--- config.mk ---
export PLATFORM = sky130hd
export DESIGN_NAME = sfp_pins
export DESIGN_NICKNAME = d
export VERILOG_FILES = /design/src/hdl/sfp_pkg.sv /design/src/hdl/sfp_fifo.sv /design/src/hdl/sfp_pins.sv
export SDC_FILE = /design/constraint.sdc
export NUM_CORES = 1
export LEC_CHECK = 0
export BUFFER_PORTS_ARGS = -buffer_cell sky130_fd_sc_hd__buf_2
export CELL_PAD_IN_SITES_DETAIL_PLACEMENT = 1
export CELL_PAD_IN_SITES_GLOBAL_PLACEMENT = 1
export CORE_MARGIN = 4
export CORE_UTILIZATION = 50
export CTS_CLUSTER_DIAMETER = 200
export DETAILED_ROUTE_END_ITERATION = 10
export PLACE_DENSITY_LB_ADDON = 0.1
export SLEW_MARGIN = 20
export SYNTH_ARGS = -nofsm -noshare
export SYNTH_HDL_FRONTEND = slang
export SYNTH_SLANG_ARGS = --single-unit
--- constraint.sdc ---
create_clock -name ref_clk -period 7.7 [get_ports ref_clk]
set_input_delay 1.54 -clock ref_clk [delete_from_list [all_inputs] [get_ports ref_clk]]
set_output_delay 1.54 -clock ref_clk [all_outputs]
set_load 0.01 [all_outputs]
--- src/hdl/sfp_pkg.sv ---
package sfp_pkg;
   // register byte offsets
   localparam logic [7:0] CTRL_OFS   = 8'h00;
   localparam logic [7:0] STAT_OFS   = 8'h04;
   localparam logic [7:0] TXD_OFS    = 8'h08;
   localparam logic [7:0] RXD_OFS    = 8'h0C;
   // control field positions
   localparam int CTRL_QE_POS   = 0;
   localparam int CTRL_LW_POS   = 1;
   localparam int CTRL_BUSY_POS = 3;
   localparam int CTRL_CMP_POS  = 4;
   localparam int CTRL_BSZ_POS  = 5;
   localparam int CTRL_TB_POS   = 6;
   localparam int CTRL_BP_POS   = 7;
   localparam logic [9:0] CTRL_RST = 10'h000;
   localparam logic [1:0] AXI_OKAY   = 2'h0;
   localparam logic [1:0] AXI_SLVERR = 2'h2;
   // transfer widths
   typedef enum logic [1:0] {SFP_X1, SFP_X2, SFP_X4} sfp_width_t;
   // protection settings
   typedef struct packed {
      logic       cmp;
      logic       bsz;
      logic       tb;
      logic [2:0] bp;
   } sfp_prot_t;
endpackage

--- src/hdl/sfp_fifo.sv ---
`timescale 1ns/10ps
module sfp_fifo #(
   parameter int WIDTH = 8,
   parameter int DEPTH = 16
) (
   input  wire logic             clk,      // clock
   input  wire logic             rstN,     // reset
   input  wire logic             inValid,  // write valid
   output      logic             inReady,  // not full
   input  wire logic [WIDTH-1:0] inData,   // write data
   output      logic             outValid, // not empty
   input  wire logic             outReady, // read accept
   output      logic [WIDTH-1:0] outData   // head word
);
   localparam int AW = $clog2(DEPTH);
   logic [WIDTH-1:0] mem [DEPTH];
   logic [AW:0]      wp;
   logic [AW:0]      rp;
   logic [AW:0]      next_wp;
   logic [AW:0]      next_rp;
   // pointer math, extra bit tells full from empty
   always_comb begin
      inReady  = (wp - rp) != (AW+1)'(DEPTH);
      outValid = wp != rp;
      next_wp  = (inValid && inReady) ? wp + 1'b1 : wp;
      next_rp  = (outValid && outReady) ? rp + 1'b1 : rp;
   end
   always_ff @(posedge clk or negedge rstN) begin
      if (!rstN) begin
         wp <= '0;
         rp <= '0;
      end else begin
         wp <= next_wp;
         rp <= next_rp;
      end
   end
   // storage has no reset
   always_ff @(posedge clk) begin
      if (inValid && inReady) begin
         mem[wp[AW-1:0]] <= inData;
      end
   end
   assign outData = mem[rp[AW-1:0]];
endmodule

--- src/hdl/sfp_pins.sv ---
`timescale 1ns/10ps
module sfp_pins (
   input  wire logic        ref_clk,   // 50 MHz system clock
   input  wire logic        nrst,      // async reset, active low
   input  wire logic        selN,      // chip select pin
   input  wire logic        sck,       // serial clock pin
   input  wire logic [3:0]  dIn,       // data lines 3..0 in
   output      logic [3:0]  dOut,      // data lines 3..0 out
   output      logic [3:0]  dOe,       // data lines 3..0 enable
   output      logic        standby,   // deselected and idle
   output      logic        arrayLock, // hardware array lock
   input  wire logic [31:0] awaddr,    // axi write address
   input  wire logic        awvalid,   // axi
   output      logic        awready,   // axi
   input  wire logic [31:0] wdata,     // axi
   input  wire logic [3:0]  wstrb,     // axi
   input  wire logic        wvalid,    // axi
   output      logic        wready,    // axi
   output      logic [1:0]  bresp,     // axi
   output      logic        bvalid,    // axi
   input  wire logic        bready,    // axi
   input  wire logic [31:0] araddr,    // axi read address
   input  wire logic        arvalid,   // axi
   output      logic        arready,   // axi
   output      logic [31:0] rdata,     // axi
   output      logic [1:0]  rresp,     // axi
   output      logic        rvalid,    // axi
   input  wire logic        rready     // axi
);
   logic [1:0] rsync;
   logic       rstN;
   // reset release through two flops
   always_ff @(posedge ref_clk or negedge nrst) begin
      if (!nrst) rsync <= 2'h0;
      else rsync <= {rsync[0], 1'b1};
   end
   assign rstN = rsync[1];

   // pin synchronisers; stage one feeds only stage two
   logic [5:0] s1;
   logic [5:0] s2;
   logic       sckQ;
   always_ff @(posedge ref_clk or negedge rstN) begin
      if (!rstN) begin
         s1   <= 6'h01;
         s2   <= 6'h01;
         sckQ <= 1'b0;
      end else begin
         s1   <= {dIn, sck, selN};
         s2   <= s1;
         sckQ <= s2[1];
      end
   end
   logic selNs;
   logic sckRise;
   logic sckFall;
   logic [3:0] dS;
   assign selNs   = s2[0];
   assign dS      = s2[5:2];
   assign sckRise = s2[1] && !sckQ;
   assign sckFall = !s2[1] && sckQ;

   // control register fields
   logic [9:0]  ctrl;
   logic        quadEn;
   logic        wpN;
   sfp_pkg::sfp_prot_t prot;
   sfp_pkg::sfp_width_t width;
   assign quadEn = ctrl[sfp_pkg::CTRL_QE_POS];
   assign width  = sfp_pkg::sfp_width_t'(ctrl[sfp_pkg::CTRL_LW_POS +: 2]);
   // fields sit in reverse order in ctrl, so gather them one by one
   assign prot   = '{cmp: ctrl[sfp_pkg::CTRL_CMP_POS],
                     bsz: ctrl[sfp_pkg::CTRL_BSZ_POS],
                     tb:  ctrl[sfp_pkg::CTRL_TB_POS],
                     bp:  ctrl[sfp_pkg::CTRL_BP_POS +: 3]};
   // pin is write-protect only when quad lines are off
   assign wpN    = quadEn ? 1'b1 : dS[2];
   // lock needs protect pin low and a nonzero bp level or cmp set
   assign arrayLock = !wpN && ((prot.bp != 3'h0) || prot.cmp);

   // link shifter: rx byte into fifo, tx bits from fifo
   logic [7:0] rxSh, next_rxSh;
   logic [3:0] rxCnt, next_rxCnt;
   logic [7:0] txSh, next_txSh;
   logic [3:0] txCnt, next_txCnt;
   logic [3:0] dOutR, next_dOutR;
   logic [3:0] dOeR, next_dOeR;
   logic       rxPush;
   logic       txPop;
   logic       rxRdy;
   logic [7:0] txHead;
   logic       txHave;
   logic [2:0] step;
   always_comb begin
      step = (width == sfp_pkg::SFP_X4 && quadEn) ? 3'h4 :
             (width == sfp_pkg::SFP_X2) ? 3'h2 : 3'h1;
   end
   always_comb begin
      next_rxSh  = rxSh;
      next_rxCnt = rxCnt;
      next_txSh  = txSh;
      next_txCnt = txCnt;
      next_dOutR = dOutR;
      next_dOeR  = dOeR;
      rxPush     = 1'b0;
      txPop      = 1'b0;
      if (selNs) begin
         // deselected: drop frame state, float outputs
         next_rxCnt = 4'h0;
         next_txCnt = 4'h0;
         next_dOeR  = 4'h0;
      end else begin
         if (sckRise && width == sfp_pkg::SFP_X1 && rxRdy) begin
            next_rxSh  = {rxSh[6:0], dS[0]};
            next_rxCnt = rxCnt + 4'h1;
            if (rxCnt == 4'h7) begin
               rxPush     = 1'b1;
               next_rxCnt = 4'h0;
            end
         end
         if (sckFall) begin
            // a byte is fetched when the previous one is spent
            if (txCnt == 4'h0 && txHave) begin
               txPop      = 1'b1;
               next_txSh  = txHead;
               next_txCnt = 4'h8;
            end
            if (txCnt != 4'h0 || txHave) begin
               if (step == 3'h4) begin
                  next_dOutR = (txCnt == 4'h0) ? txHead[7:4] : txSh[7:4];
                  next_dOeR  = 4'hF;
               end else if (step == 3'h2) begin
                  next_dOutR = {2'h0,
                     (txCnt == 4'h0) ? txHead[7:6] : txSh[7:6]};
                  next_dOeR  = 4'h3;
               end else begin
                  next_dOutR = {2'h0,
                     (txCnt == 4'h0) ? txHead[7] : txSh[7], 1'b0};
                  next_dOeR  = 4'h2;
               end
               if (txCnt == 4'h0) begin
                  next_txSh  = txHead << step;
                  next_txCnt = 4'h8 - {1'b0, step};
               end else begin
                  next_txSh  = txSh << step;
                  next_txCnt = txCnt - {1'b0, step};
               end
            end
         end
      end
   end
   always_ff @(posedge ref_clk or negedge rstN) begin
      if (!rstN) begin
         rxSh  <= 8'h00;
         rxCnt <= 4'h0;
         txSh  <= 8'h00;
         txCnt <= 4'h0;
         dOutR <= 4'h0;
         dOeR  <= 4'h0;
      end else begin
         rxSh  <= next_rxSh;
         rxCnt <= next_rxCnt;
         txSh  <= next_txSh;
         txCnt <= next_txCnt;
         dOutR <= next_dOutR;
         dOeR  <= next_dOeR;
      end
   end
   assign dOut = dOutR;
   assign dOe  = dOeR;

   // fifos: rx toward software, tx from software
   logic       rxValid;
   logic [7:0] rxHead;
   logic       rxPop;
   logic       txPush;
   logic       txRdy;
   sfp_fifo #(.WIDTH(8), .DEPTH(16)) uRx (
      .clk(ref_clk), .rstN(rstN), .inValid(rxPush), .inReady(rxRdy),
      .inData({rxSh[6:0], dS[0]}), .outValid(rxValid),
      .outReady(rxPop), .outData(rxHead));
   sfp_fifo #(.WIDTH(8), .DEPTH(16)) uTx (
      .clk(ref_clk), .rstN(rstN), .inValid(txPush), .inReady(txRdy),
      .inData(wdata[7:0]), .outValid(txHave),
      .outReady(txPop), .outData(txHead));

   // axi-lite slave: both channels taken together, one cycle answer
   logic        bvR, next_bvR;
   logic        rvR, next_rvR;
   logic [1:0]  brR, next_brR;
   logic [1:0]  rrR, next_rrR;
   logic [31:0] rdR, next_rdR;
   logic [9:0]  next_ctrl;
   logic        wrGo;
   logic        rdGo;
   logic        busy;
   assign busy = ctrl[sfp_pkg::CTRL_BUSY_POS];
   assign wrGo = awvalid && wvalid && !bvR;
   assign rdGo = arvalid && !rvR;
   assign awready = wrGo;
   assign wready  = wrGo;
   assign arready = rdGo;
   always_comb begin
      next_ctrl = ctrl;
      next_bvR  = bvR && !bready;
      next_brR  = brR;
      next_rvR  = rvR && !rready;
      next_rrR  = rrR;
      next_rdR  = rdR;
      txPush    = 1'b0;
      rxPop     = 1'b0;
      if (wrGo) begin
         next_bvR = 1'b1;
         next_brR = sfp_pkg::AXI_OKAY;
         case (awaddr[7:0])
            sfp_pkg::CTRL_OFS: begin
               // control writes refused while protect pin is low
               if (!wpN) next_brR = sfp_pkg::AXI_SLVERR;
               else if (wstrb[0] && wstrb[1]) next_ctrl = wdata[9:0];
            end
            sfp_pkg::TXD_OFS: begin
               txPush = wstrb[0] && txRdy;
               if (!txRdy) next_brR = sfp_pkg::AXI_SLVERR;
            end
            default: next_brR = sfp_pkg::AXI_SLVERR;
         endcase
      end
      // self-timed cycle flag clears only by software, not by select
      if (rdGo) begin
         next_rvR = 1'b1;
         next_rrR = sfp_pkg::AXI_OKAY;
         case (araddr[7:0])
            sfp_pkg::CTRL_OFS: next_rdR = {22'h0, ctrl};
            sfp_pkg::STAT_OFS: next_rdR = {26'h0, arrayLock, !wpN,
                                  !txRdy, rxValid, selNs, standby};
            sfp_pkg::RXD_OFS: begin
               next_rdR = {23'h0, rxValid, rxHead};
               rxPop    = rxValid;
            end
            default: begin
               next_rdR = 32'h0;
               next_rrR = sfp_pkg::AXI_SLVERR;
            end
         endcase
      end
   end
   always_ff @(posedge ref_clk or negedge rstN) begin
      if (!rstN) begin
         ctrl <= sfp_pkg::CTRL_RST;
         bvR  <= 1'b0;
         rvR  <= 1'b0;
         brR  <= sfp_pkg::AXI_OKAY;
         rrR  <= sfp_pkg::AXI_OKAY;
         rdR  <= 32'h0;
      end else begin
         ctrl <= next_ctrl;
         bvR  <= next_bvR;
         rvR  <= next_rvR;
         brR  <= next_brR;
         rrR  <= next_rrR;
         rdR  <= next_rdR;
      end
   end
   // standby only when deselected and no self-timed cycle runs
   assign standby = selNs && !busy;
   assign bvalid = bvR;
   assign bresp  = brR;
   assign rvalid = rvR;
   assign rresp  = rrR;
   assign rdata  = rdR;

   chk_desel_float: assert property (@(posedge ref_clk) disable iff (!rstN)
      $rose(selNs) |=> dOe == 4'h0) else $error("outputs not released");
   chk_busy_hold: assert property (@(posedge ref_clk) disable iff (!rstN)
      (selNs && busy) |-> !standby) else $error("standby while busy");
   chk_no_rx_desel: assert property (@(posedge ref_clk) disable iff (!rstN)
      selNs |-> !rxPush) else $error("input taken deselected");
   chk_wp_reject: assert property (@(posedge ref_clk) disable iff (!rstN)
      (wrGo && awaddr[7:0] == sfp_pkg::CTRL_OFS && !wpN) |=>
      ctrl == $past(ctrl)) else $error("protected write landed");
   chk_oe_fall: assert property (@(posedge ref_clk) disable iff (!rstN)
      (!selNs && !$past(selNs) && dOe != $past(dOe)) |-> $past(sckFall))
      else $error("output moved off falling edge");
   chk_quad_lines: assert property (@(posedge ref_clk) disable iff (!rstN)
      dOe[3] |-> quadEn) else $error("line 3 driven without quad");
   chk_lock_form: assert property (@(posedge ref_clk) disable iff (!rstN)
      quadEn |-> !arrayLock) else $error("lock with quad pin");
   chk_bresp_one: assert property (@(posedge ref_clk) disable iff (!rstN)
      wrGo |=> bvalid) else $error("write not answered");
endmodule

== Yosys cells after proc, flatten, opt, wreduce, memory -nomap -nowiden ==
Memories as Yosys holds them, arrays and structs flattened.
Cells that the tools add are included.

* Multiplexer cells: 45
* Bitwise gates (word level): 1
* Shifts and indexed selects: 2
* $add $sub $neg: 9
* Reduce and logical (&&, ||, !) cells: 48
* Equality and inequality tests: 12

{| class="wikitable"
|+ Operators by type and width
! kind !! count
|-
| $mux 4 || 14
|-
| $pmux 10 s3 || 1
|-
| $mux 8 || 3
|-
| $add 5x1->5 const B || 4
|-
| $logic_and 1x1->1 || 19
|-
| $mux 1 || 19
|-
| $eq 8x4->1 const B || 2
|-
| $logic_not 8->1 || 2
|-
| $shl 8x3->8 || 2
|-
| $mux 2 || 6
|-
| $ne 5x5->1 || 2
|-
| $ne 5x5->1 const B || 2
|-
| $sub 5x5->5 || 2
|-
| $logic_not 1->1 || 9
|-
| $eq 8x3->1 const B || 1
|-
| $reduce_bool 2->1 || 4
|-
| $reduce_and 2->1 || 3
|-
| $reduce_and 3->1 || 2
|-
| $reduce_bool 3->1 || 2
|-
| $add 4x1->4 const B || 1
|-
| $eq 4x3->1 const B || 1
|-
| $logic_not 4->1 || 1
|-
| $pmux 2 s2 || 1
|-
| $reduce_and 4->1 || 1
|-
| other kinds (12) || 13
|}

* Output and inout port bits: 51
* Memories kept: 2
* Flip-flop bits (word level): 112
* Word-level logic and storage cells: 139
* RAM bits: 256

{| class="wikitable"
|+ Memory list
! name !! words !! bits a word !! read ports !! clocked after Yosys merged registers in !! write ports !! line !! text
|-
| uRx.mem || 16 || 8 || 1 || 0 || 1 || sfp_fifo.sv:16 || <nowiki>logic [WIDTH-1:0] mem [DEPTH];</nowiki>
|-
| uTx.mem || 16 || 8 || 1 || 0 || 1 || sfp_fifo.sv:16 ||
|}

== Longest topological paths before layout ==
Gate-level depths: netlist of run 1.

* Depth in word-level cells: 9
* Depth in mapped cells: 12
* Mapped depth without buffers: 10

== By module ==
From an unflattened synthesis of run 1, not the netlist that was laid out.

* Cell total of the unflattened synthesis: 922
* Area total of the unflattened synthesis: 14,823.0 um2

{| class="wikitable"
|+ Modules (own cells, without submodules)
! module !! area each (um2) !! times used !! cells an instance
|-
| sfp_fifo at uTx || 5,868.1 || 1 || 334
|-
| sfp_fifo at uRx || 5,753.0 || 1 || 289
|-
| sfp_pins || 3,201.8 || 1 || 299
|}

== Worst setup path before layout of run 1 ==
Ideal clock, no wire load.

* Path kind: input -> register
* Start: input awaddr[5]
* End: memory uTx.mem[4][0], enable pin
* Buffers on the path: 0
* Setup time: 0.383 ns
* Slack: 3.585 ns
* Required time: 7.317 ns
* Cell stages on the path: 6
* Data arrival time: 3.731 ns
* Cells stage by stage: or4_1 > nor4_1 > nand3_1 > a311oi_2 > nand2_1 > nor3_1

* Longest elaborated chain between the ends: 6

{| class="wikitable"
|+ Ends and longest elaborated chain
! what !! line !! text
|-
| start, declared || sfp_pins.sv:12 || <nowiki>input wire logic [31:0] awaddr,</nowiki>
|-
| $eq 8x4->1 || sfp_pins.sv:215 || <nowiki>case (awaddr[7:0])</nowiki>
|-
| $mux 1 || sfp_pins.sv:215 ||
|-
| $mux 1 || sfp_pins.sv:212 || <nowiki>if (wrGo) begin</nowiki>
|-
| $logic_and 1x1->1 || sfp_fifo.sv:39 || <nowiki>if (inValid && inReady) begin</nowiki>
|-
| $mux 1 || sfp_fifo.sv:39 ||
|-
| $mux 1 (implied by the code) || sfp_fifo.sv:40 || <nowiki>mem[wp[AW-1:0]] <= inData;</nowiki>
|-
| end, declared || sfp_fifo.sv:16 ||
|}

No other way between the ends.

== Final worst setup path of run 1 ==
* Start: input awaddr[5]
* End: memory uTx.mem[9][4], enable pin

Same word-level chain as after synthesis.

==> results of run 1 <==
[sequential cells by signal, summed over array words and instances, names as in the netlist, 7 cells and up]
name	cells
rdata	10
txSh	8
ctrl	10
uTx.mem	128
uRx.mem	128
rxSh	7
[synth_stat cells (all sizes together), types with 3 or more instances]
| cell | count | area [um2] |
|---|---|---|
| nor2b | 9 | 63.8 |
| xor2 | 5 | 43.8 |
| clkbuf | 24 | 90.1 |
| o22ai | 3 | 18.8 |
| a311oi | 3 | 32.5 |
| o211ai | 5 | 37.5 |
| nand4 | 9 | 56.3 |
| nor4 | 11 | 83.8 |
| or4 | 9 | 75.1 |
| dfrtp | 83 | 2080 |
| mux2i | 34 | 340 |
| inv | 27 | 101 |
| a211oi | 7 | 52.6 |
| nand3 | 16 | 80.1 |
| and2 | 18 | 113 |
| mux4 | 58 | 1310 |
| o21ai | 29 | 145 |
| nor2 | 45 | 169 |
| nand2 | 63 | 236 |
| nand2b | 5 | 31.3 |
| a21oi | 18 | 90.1 |
| nor3b | 3 | 37.5 |
| a22oi | 10 | 75.1 |
| xnor2 | 19 | 166 |
| nor3 | 7 | 35.0 |
| o31ai | 3 | 22.5 |
| ha | 22 | 275 |
| mux2 | 21 | 236 |
| buf | 43 | 304 |
| edfxtp | 256 | 7690 |
[logic make-up (layout without fill, tap and decap cells)]
logic type,count (synthesis),after routing
AO/OA/AOI/OAI,99,99
XOR/XNOR,24,24
adder cells (fa/ha/maj),23,23
buffers and inverters,96,177
flip-flops,341,341
multiplexers,113,113
other,2,25
AND/OR/NAND/NOR,206,206
[area by class of cell]
type	instances	area share [%]
clock buffers	47	6.07
multi-input cells	490	26.1
inverters	29	0.671
clock inverters	21	0.987
flip-flops and latches	341	60.5
well taps	378	2.91
repair buffers	80	2.70
[critical path, delay by kind of cell]
kind | cells | cell delay (ps)
buf+inv | 1 | 90
simple gates | 5 | 2050
compound gates | 1 | 760
[per-layer routing]
metal	vias up	global-route usage, %	wire (um)
met5	-	0	0
met1	4139	27.7	13500
li1	3576	-	-
met4	0	6.51	919
met2	173	38.2	17700
met3	61	2.66	1180
[where the power goes]
part	leakage [nW]	switching (mW)	internal [mW]
logic	2.01	0.447	0.312
registers	3.39	0.121	2.11
clock network	0.556	0.721	0.951
total	5.96	1.29	3.37
[final timing paths]
| kind | from | endpoint | depth (start not counted) |
|---|---|---|---|
| setup / recovery | awaddr[5] | uTx.mem[9][4] | 7 |
| hold / removal | rsync[1] | txCnt[0] | 0 |
| max in group asynchronous | rsync[1] | uRx.rp[0] | 1 |
| min in group ref_clk | s1[2] | s2[2] | 0 |
| setup reg to reg | uTx.rp[1] | uTx.mem[9][4] | 8 |
| hold reg to reg | rsync[1] | txCnt[0] | 0 |
[stage by stage]
stage	utilization [%]	std cells	instance area (um2)	setup WS [ps]	total power [mW]
finish	57.6	1386	16200	3370	4.66
global route	57.6	1386	16200	3150	4.86
CTS	57.6	1386	16200	3380	4.70
detailed placement	53.5	1318	15100	2870	3.03
global placement	53.5	1318	15100	2750	3.00
floorplan	-	927	14500	3590	2.76
==> impl_metrics.env, run 1 <==
export IMPL_ys_warn_count=0
export IMPL_die_w_um=178
export IMPL_cp_slowest_stage_delay_ps=800
export IMPL_cp_cell_sequence="buf_2, or4_1, nor4_1, nand3_1, a311oi_2, nand3b_1, nor2_1"
export IMPL_ff2ff_setup_slack_ps=3590
export IMPL_dr_pass1_iters=5
export IMPL_clock_path_buffers=3
export IMPL_synth_cell_types=69
export IMPL_synth_cells=904
export IMPL_synth_main_ff_cell="edfxtp_1"
export IMPL_layout_nets=1116
export IMPL_end_kind="register"
export IMPL_antenna_found_initial=0
export IMPL_drive_gt1_share_pct=22.8
export IMPL_cts_htree_levels=2
export IMPL_cts_setup_buffers=0
export IMPL_hold_viol_final=0
export IMPL_final_common_cell="edfxtp_1"
export IMPL_rows=61
export IMPL_antennaDiodeCount=0
export IMPL_status="finished, final reports clean"
export IMPL_cpMaxStageDelayCell="nor2_1"
export IMPL_synth_compound_area_share_pct=4.55
export IMPL_synth_edf_count=256
export IMPL_rsz0062_at_grt="false"
export IMPL_ys_ff_latch=341
export IMPL_ioPinCount=164
export IMPL_fin_crit_ps=4330
export IMPL_async_flop_share_pct=24.9
export IMPL_muxShareOfSynthArea_pct=13.0
export IMPL_gp_congestion=0.804
export IMPL_worstPathRequired_ps=7840
export IMPL_dp_hpwl_mm=22.6
export IMPL_max_slew_margin_pct=34.9
export IMPL_routed_wl_mm=33.3
export IMPL_synth_top_family_by_area="multiplexers"
export IMPL_power_leakage_nw=5.96
export IMPL_synthSimpleGateAreaFrac_pct=7.38
export IMPL_worstPathArrival_ps=4470
export IMPL_grt_pass1_wl_mm=51.1
export IMPL_initial_core_util_pct=51.3
export IMPL_cap_viol_max_count=0
export IMPL_fill_cells=2616
export IMPL_core_area_um2=28200
export IMPL_slew_viol_final=0
export IMPL_grt_max_degree=53
export IMPL_critical_path_class="in -> reg"
export IMPL_holdBufCountCts=0
export IMPL_areaGrowthSynthToFinish_pct=12.4
export IMPL_cts_root_buf="clkbuf_16"
export IMPL_synthAdderAreaFrac_pct=2.05
export IMPL_cts_resized=0
export IMPL_finalSetupTns_ps=0
export IMPL_ys_seq_area_share_pct=68.0
export IMPL_finalClockSkew_ps=13.9
export IMPL_max_vdd_ir_drop_uv=225
export IMPL_vias_per_cell=5.74
export IMPL_setup_viol_count_final=0
export IMPL_synthXorXnorAreaFrac_pct=1.46
export IMPL_die_h_um=178
export IMPL_cts_sinks=341
export IMPL_mostFrequentLayoutCells="edfxtp_1, dfrtp_1, buf_2"
export IMPL_multi_input_area_um2=4240
export IMPL_path_max_fanout=10
export IMPL_worst_slew_pin_slew_ps=972
export IMPL_die_area_um2=31700
export IMPL_cts_clk_slew_worst_paths_ps=60
export IMPL_ant_nets=0
export IMPL_hold_class="reg -> async"
export IMPL_drt_initial_drc_count=570
export IMPL_avgSynthCellArea_um2=16.0
export IMPL_wl_per_cell_um=24.1
export IMPL_holdWs_ps=263
export IMPL_grt_usage_pct=21.5
export IMPL_drc=0
export IMPL_grt_pass1_vias=8476
export IMPL_fmax_mhz=231
export IMPL_cts_buffers=38
export IMPL_min_period_over_period_pct=56.2
export IMPL_clk_latency_ps=520
export IMPL_vias=7949
export IMPL_startpoint_type="primary input"
export IMPL_portBuffers=65
export IMPL_overflow=0
export IMPL_seqCellArea_um2=9820
export IMPL_cts_tree="done"
export IMPL_powerDensity_nw_per_um2=287
export IMPL_syn_area_um2=14400
Power figures use the tool's default switching activity.
==> inputs of run 2 (changes only) <==
- ABC_AREA: default -> 1
- CORE_UTILIZATION: 50 -> 42
- clock period: 7.7 -> 3.5 ns (I/O delays scaled with it)
==> impl_metrics.env, run 2 <==
export IMPL_rsz0062_at_grt="false"
export IMPL_routed_wl_mm=39.2
export IMPL_synthSimpleGateAreaFrac_pct=16.9
export IMPL_cts_clk_slew_worst_paths_ps=60
export IMPL_areaGrowthSynthToFinish_pct=14.7
export IMPL_vias=10200
export IMPL_cts_htree_levels=2
export IMPL_startpoint_type="register"
export IMPL_synth_cells=1387
export IMPL_ant_nets=0
export IMPL_slew_viol_final=0
export IMPL_die_area_um2=38400
export IMPL_finalSetupTns_ps=0
export IMPL_drive_gt1_share_pct=13.1
export IMPL_grt_usage_pct=20.5
export IMPL_clk_latency_ps=540
export IMPL_final_common_cell="nand2_1"
export IMPL_max_vdd_ir_drop_uv=349
export IMPL_ys_ff_latch=341
export IMPL_antenna_found_initial=0
export IMPL_worst_slew_pin_slew_ps=788
export IMPL_met3WireLength_mm=1.07
export IMPL_synthAdderAreaFrac_pct=1.99
export IMPL_critical_path_class="reg -> reg"
export IMPL_core_area_um2=34700
export IMPL_layout_nets=1624
export IMPL_end_kind="register"
export IMPL_antennaDiodeCount=0
export IMPL_max_slew_margin_pct=47.1
export IMPL_synthTopCellsByCount="nand2_1, edfxtp_1, nor2_1"
export IMPL_path_max_fanout=8
export IMPL_synth_compound_area_share_pct=7.91
export IMPL_holdWs_ps=260
export IMPL_muxShareOfSynthArea_pct=0.0674
export IMPL_powerDensity_nw_per_um2=644
export IMPL_synth_area_top_cells="edfxtp_1, dfrtp_1, nand2_1"
export IMPL_rows=68
export IMPL_worstPathRequired_ps=3730
export IMPL_synthXorXnorAreaFrac_pct=1.24
export IMPL_overflow=0
export IMPL_yosys_area_top_type_share_pct=51.7
export IMPL_finalClockSkew_ps=23.3
export IMPL_synth_most_common_cell="nand2_1"
export IMPL_die_h_um=196
export IMPL_wirelength_met1_mm=17.1
export IMPL_syn_area_um2=14900
export IMPL_drt_initial_drc_count=518
export IMPL_cap_viol_max_count=0
export IMPL_mostFrequentLayoutCells="nand2_1, edfxtp_1, nor2_1"
export IMPL_synth_cell_types=47
export IMPL_wl_per_cell_um=19.9
export IMPL_fin_crit_ps=2600
export IMPL_cts_sinks=341
export IMPL_routed_wl_met2_mm=20.3
export IMPL_cts_setup_buffers=0
export IMPL_async_flop_share_pct=24.9
export IMPL_hold_class="in -> reg"
export IMPL_drc=0
export IMPL_gp_congestion=0.782
export IMPL_portBuffers=65
export IMPL_synth_largest_area_cell="edfxtp_1"
export IMPL_dr_max_layer_used="met4"
export IMPL_grt_max_degree=68
export IMPL_status="finished, final reports clean"
export IMPL_power_leakage_nw=6.88
export IMPL_vias_per_cell=5.17
export IMPL_ys_seq_area_share_pct=66.1
export IMPL_clock_path_buffers=3
export IMPL_dp_hpwl_mm=25.5
export IMPL_cts_root_buf="clkbuf_16"
export IMPL_min_period_over_period_pct=74.4
export IMPL_ioPinCount=164
export IMPL_cts_tree="done"
export IMPL_cts_resized=0
export IMPL_fmax_mhz=384
export IMPL_hold_viol_final=0
export IMPL_synth_main_ff_cell="edfxtp_1"
export IMPL_die_w_um=196
export IMPL_initial_core_util_pct=42.8
export IMPL_worstPathArrival_ps=2830
export IMPL_synth_top_family_by_area="simple AND/OR/NAND/NOR gates"
export IMPL_grt_pass1_wl_mm=62.1
export IMPL_synth_edf_count=256
export IMPL_dr_pass1_iters=4
export IMPL_ys_warn_count=0
export IMPL_setup_viol_count_final=0
export IMPL_cts_buffers=39
export IMPL_grt_pass1_vias=10800
export IMPL_avgSynthCellArea_um2=10.7
==> run 2: changes by cell type after synthesis, moves of 11 or more <==
cell | before | now
o22ai_1 | 3 | 23
xnor2_1 | 19 | 8
nand3_1 | 16 | 79
mux2i_1 | 34 | 1
mux2_2 | 17 | 0
mux4_2 | 58 | 0
nor2_1 | 45 | 205
and2_1 | 18 | 1
nand2_1 | 63 | 277
o21ai_0 | 25 | 120
inv_1 | 26 | 89
buf_2 | 6 | 30
==> run 2: path summary, 6_finish.rpt <==
kind                           start       endpoint  slack, ps  cells past startpoint
min                             selN          s1[0]        260                      1
max                        uTx.wp[0]  uTx.mem[6][0]        900                     15
max reg2reg                uTx.wp[0]  uTx.mem[6][0]        900                     15
min in group asynchronous   rsync[1]          s1[4]        340                      0
min reg2reg                 rsync[1]          s1[4]        340                      0
max in group asynchronous   rsync[1]          s1[0]       2370                      1
==> run 2: power breakdown <==
group / switching (mW) / total [mW] / internal (mW)
sequential: 0.187 / 4.75 / 4.56
clock: 1.62 / 4.04 / 2.42
combinational: 1.51 / 2.18 / 0.672
total: 3.32 / 11.0 / 7.66
==> run 2: cell type report <==
| type | count | area, um2 |
|---|---|---|
| Clock inverter | 15 | 164 |
| Multi-Input combinational cell | 887 | 4270 |
| Sequential cell | 341 | 9820 |
| Inverter | 100 | 375 |
| Timing Repair Buffer | 119 | 733 |
| Fill cell | 3758 | 17700 |
| Clock buffer | 57 | 1100 |
| Tap cell | 455 | 569 |
==> run 2: per-stage QoR <==
step / power, mW / utilization, % / cells / cell area [um2] / setup slack, ps
after global placement: 7.00 / 45.4 / 1901 / 15800 / 910
final: 11.0 / 49.1 / 1974 / 17000 / 896
after detailed placement: 7.07 / 45.4 / 1901 / 15800 / 851
after CTS: 11.1 / 49.1 / 1974 / 17000 / 835
after global routing: 11.6 / 49.1 / 1974 / 17000 / 610
after floorplan: 6.31 / - / 1410 / 14900 / 627
==> run 2: what timing repair did <==
action	in CTS	in global routing
endpoints found under the hold margin	2	0
hold buffers	1	0
setup endpoints to repair	0	0
==> run 2: cell families after synthesis <==
group	count (synthesis)
compound gates	211
xor+xnor	21
fa+ha+maj	23
buf+inv	182
flops	341
mux	1
other cells	2
simple gates	606
==> run 2: layer usage <==
metal | track usage (%) | up-vias
met5 | 0 | -
met4 | 5.04 | 0
met3 | 2.51 | 47
met2 | 36.8 | 128
met1 | 26.7 | 5144
li1 | - | 4886
==> run 2: worst max-delay path: stages (launching register included) <==
cell and delay, ps:
dfrtp_1 440, inv_1 150, ha_1 160, inv_1 40, nand2_1 40, nand2_1 80
a21oi_2 220, nand2_1 100, nand3_1 80, nor2_1 60, nand2_1 150, nand2_1 150
inv_2 140, nand2_1 140, nor2_1 150, buf_4 210
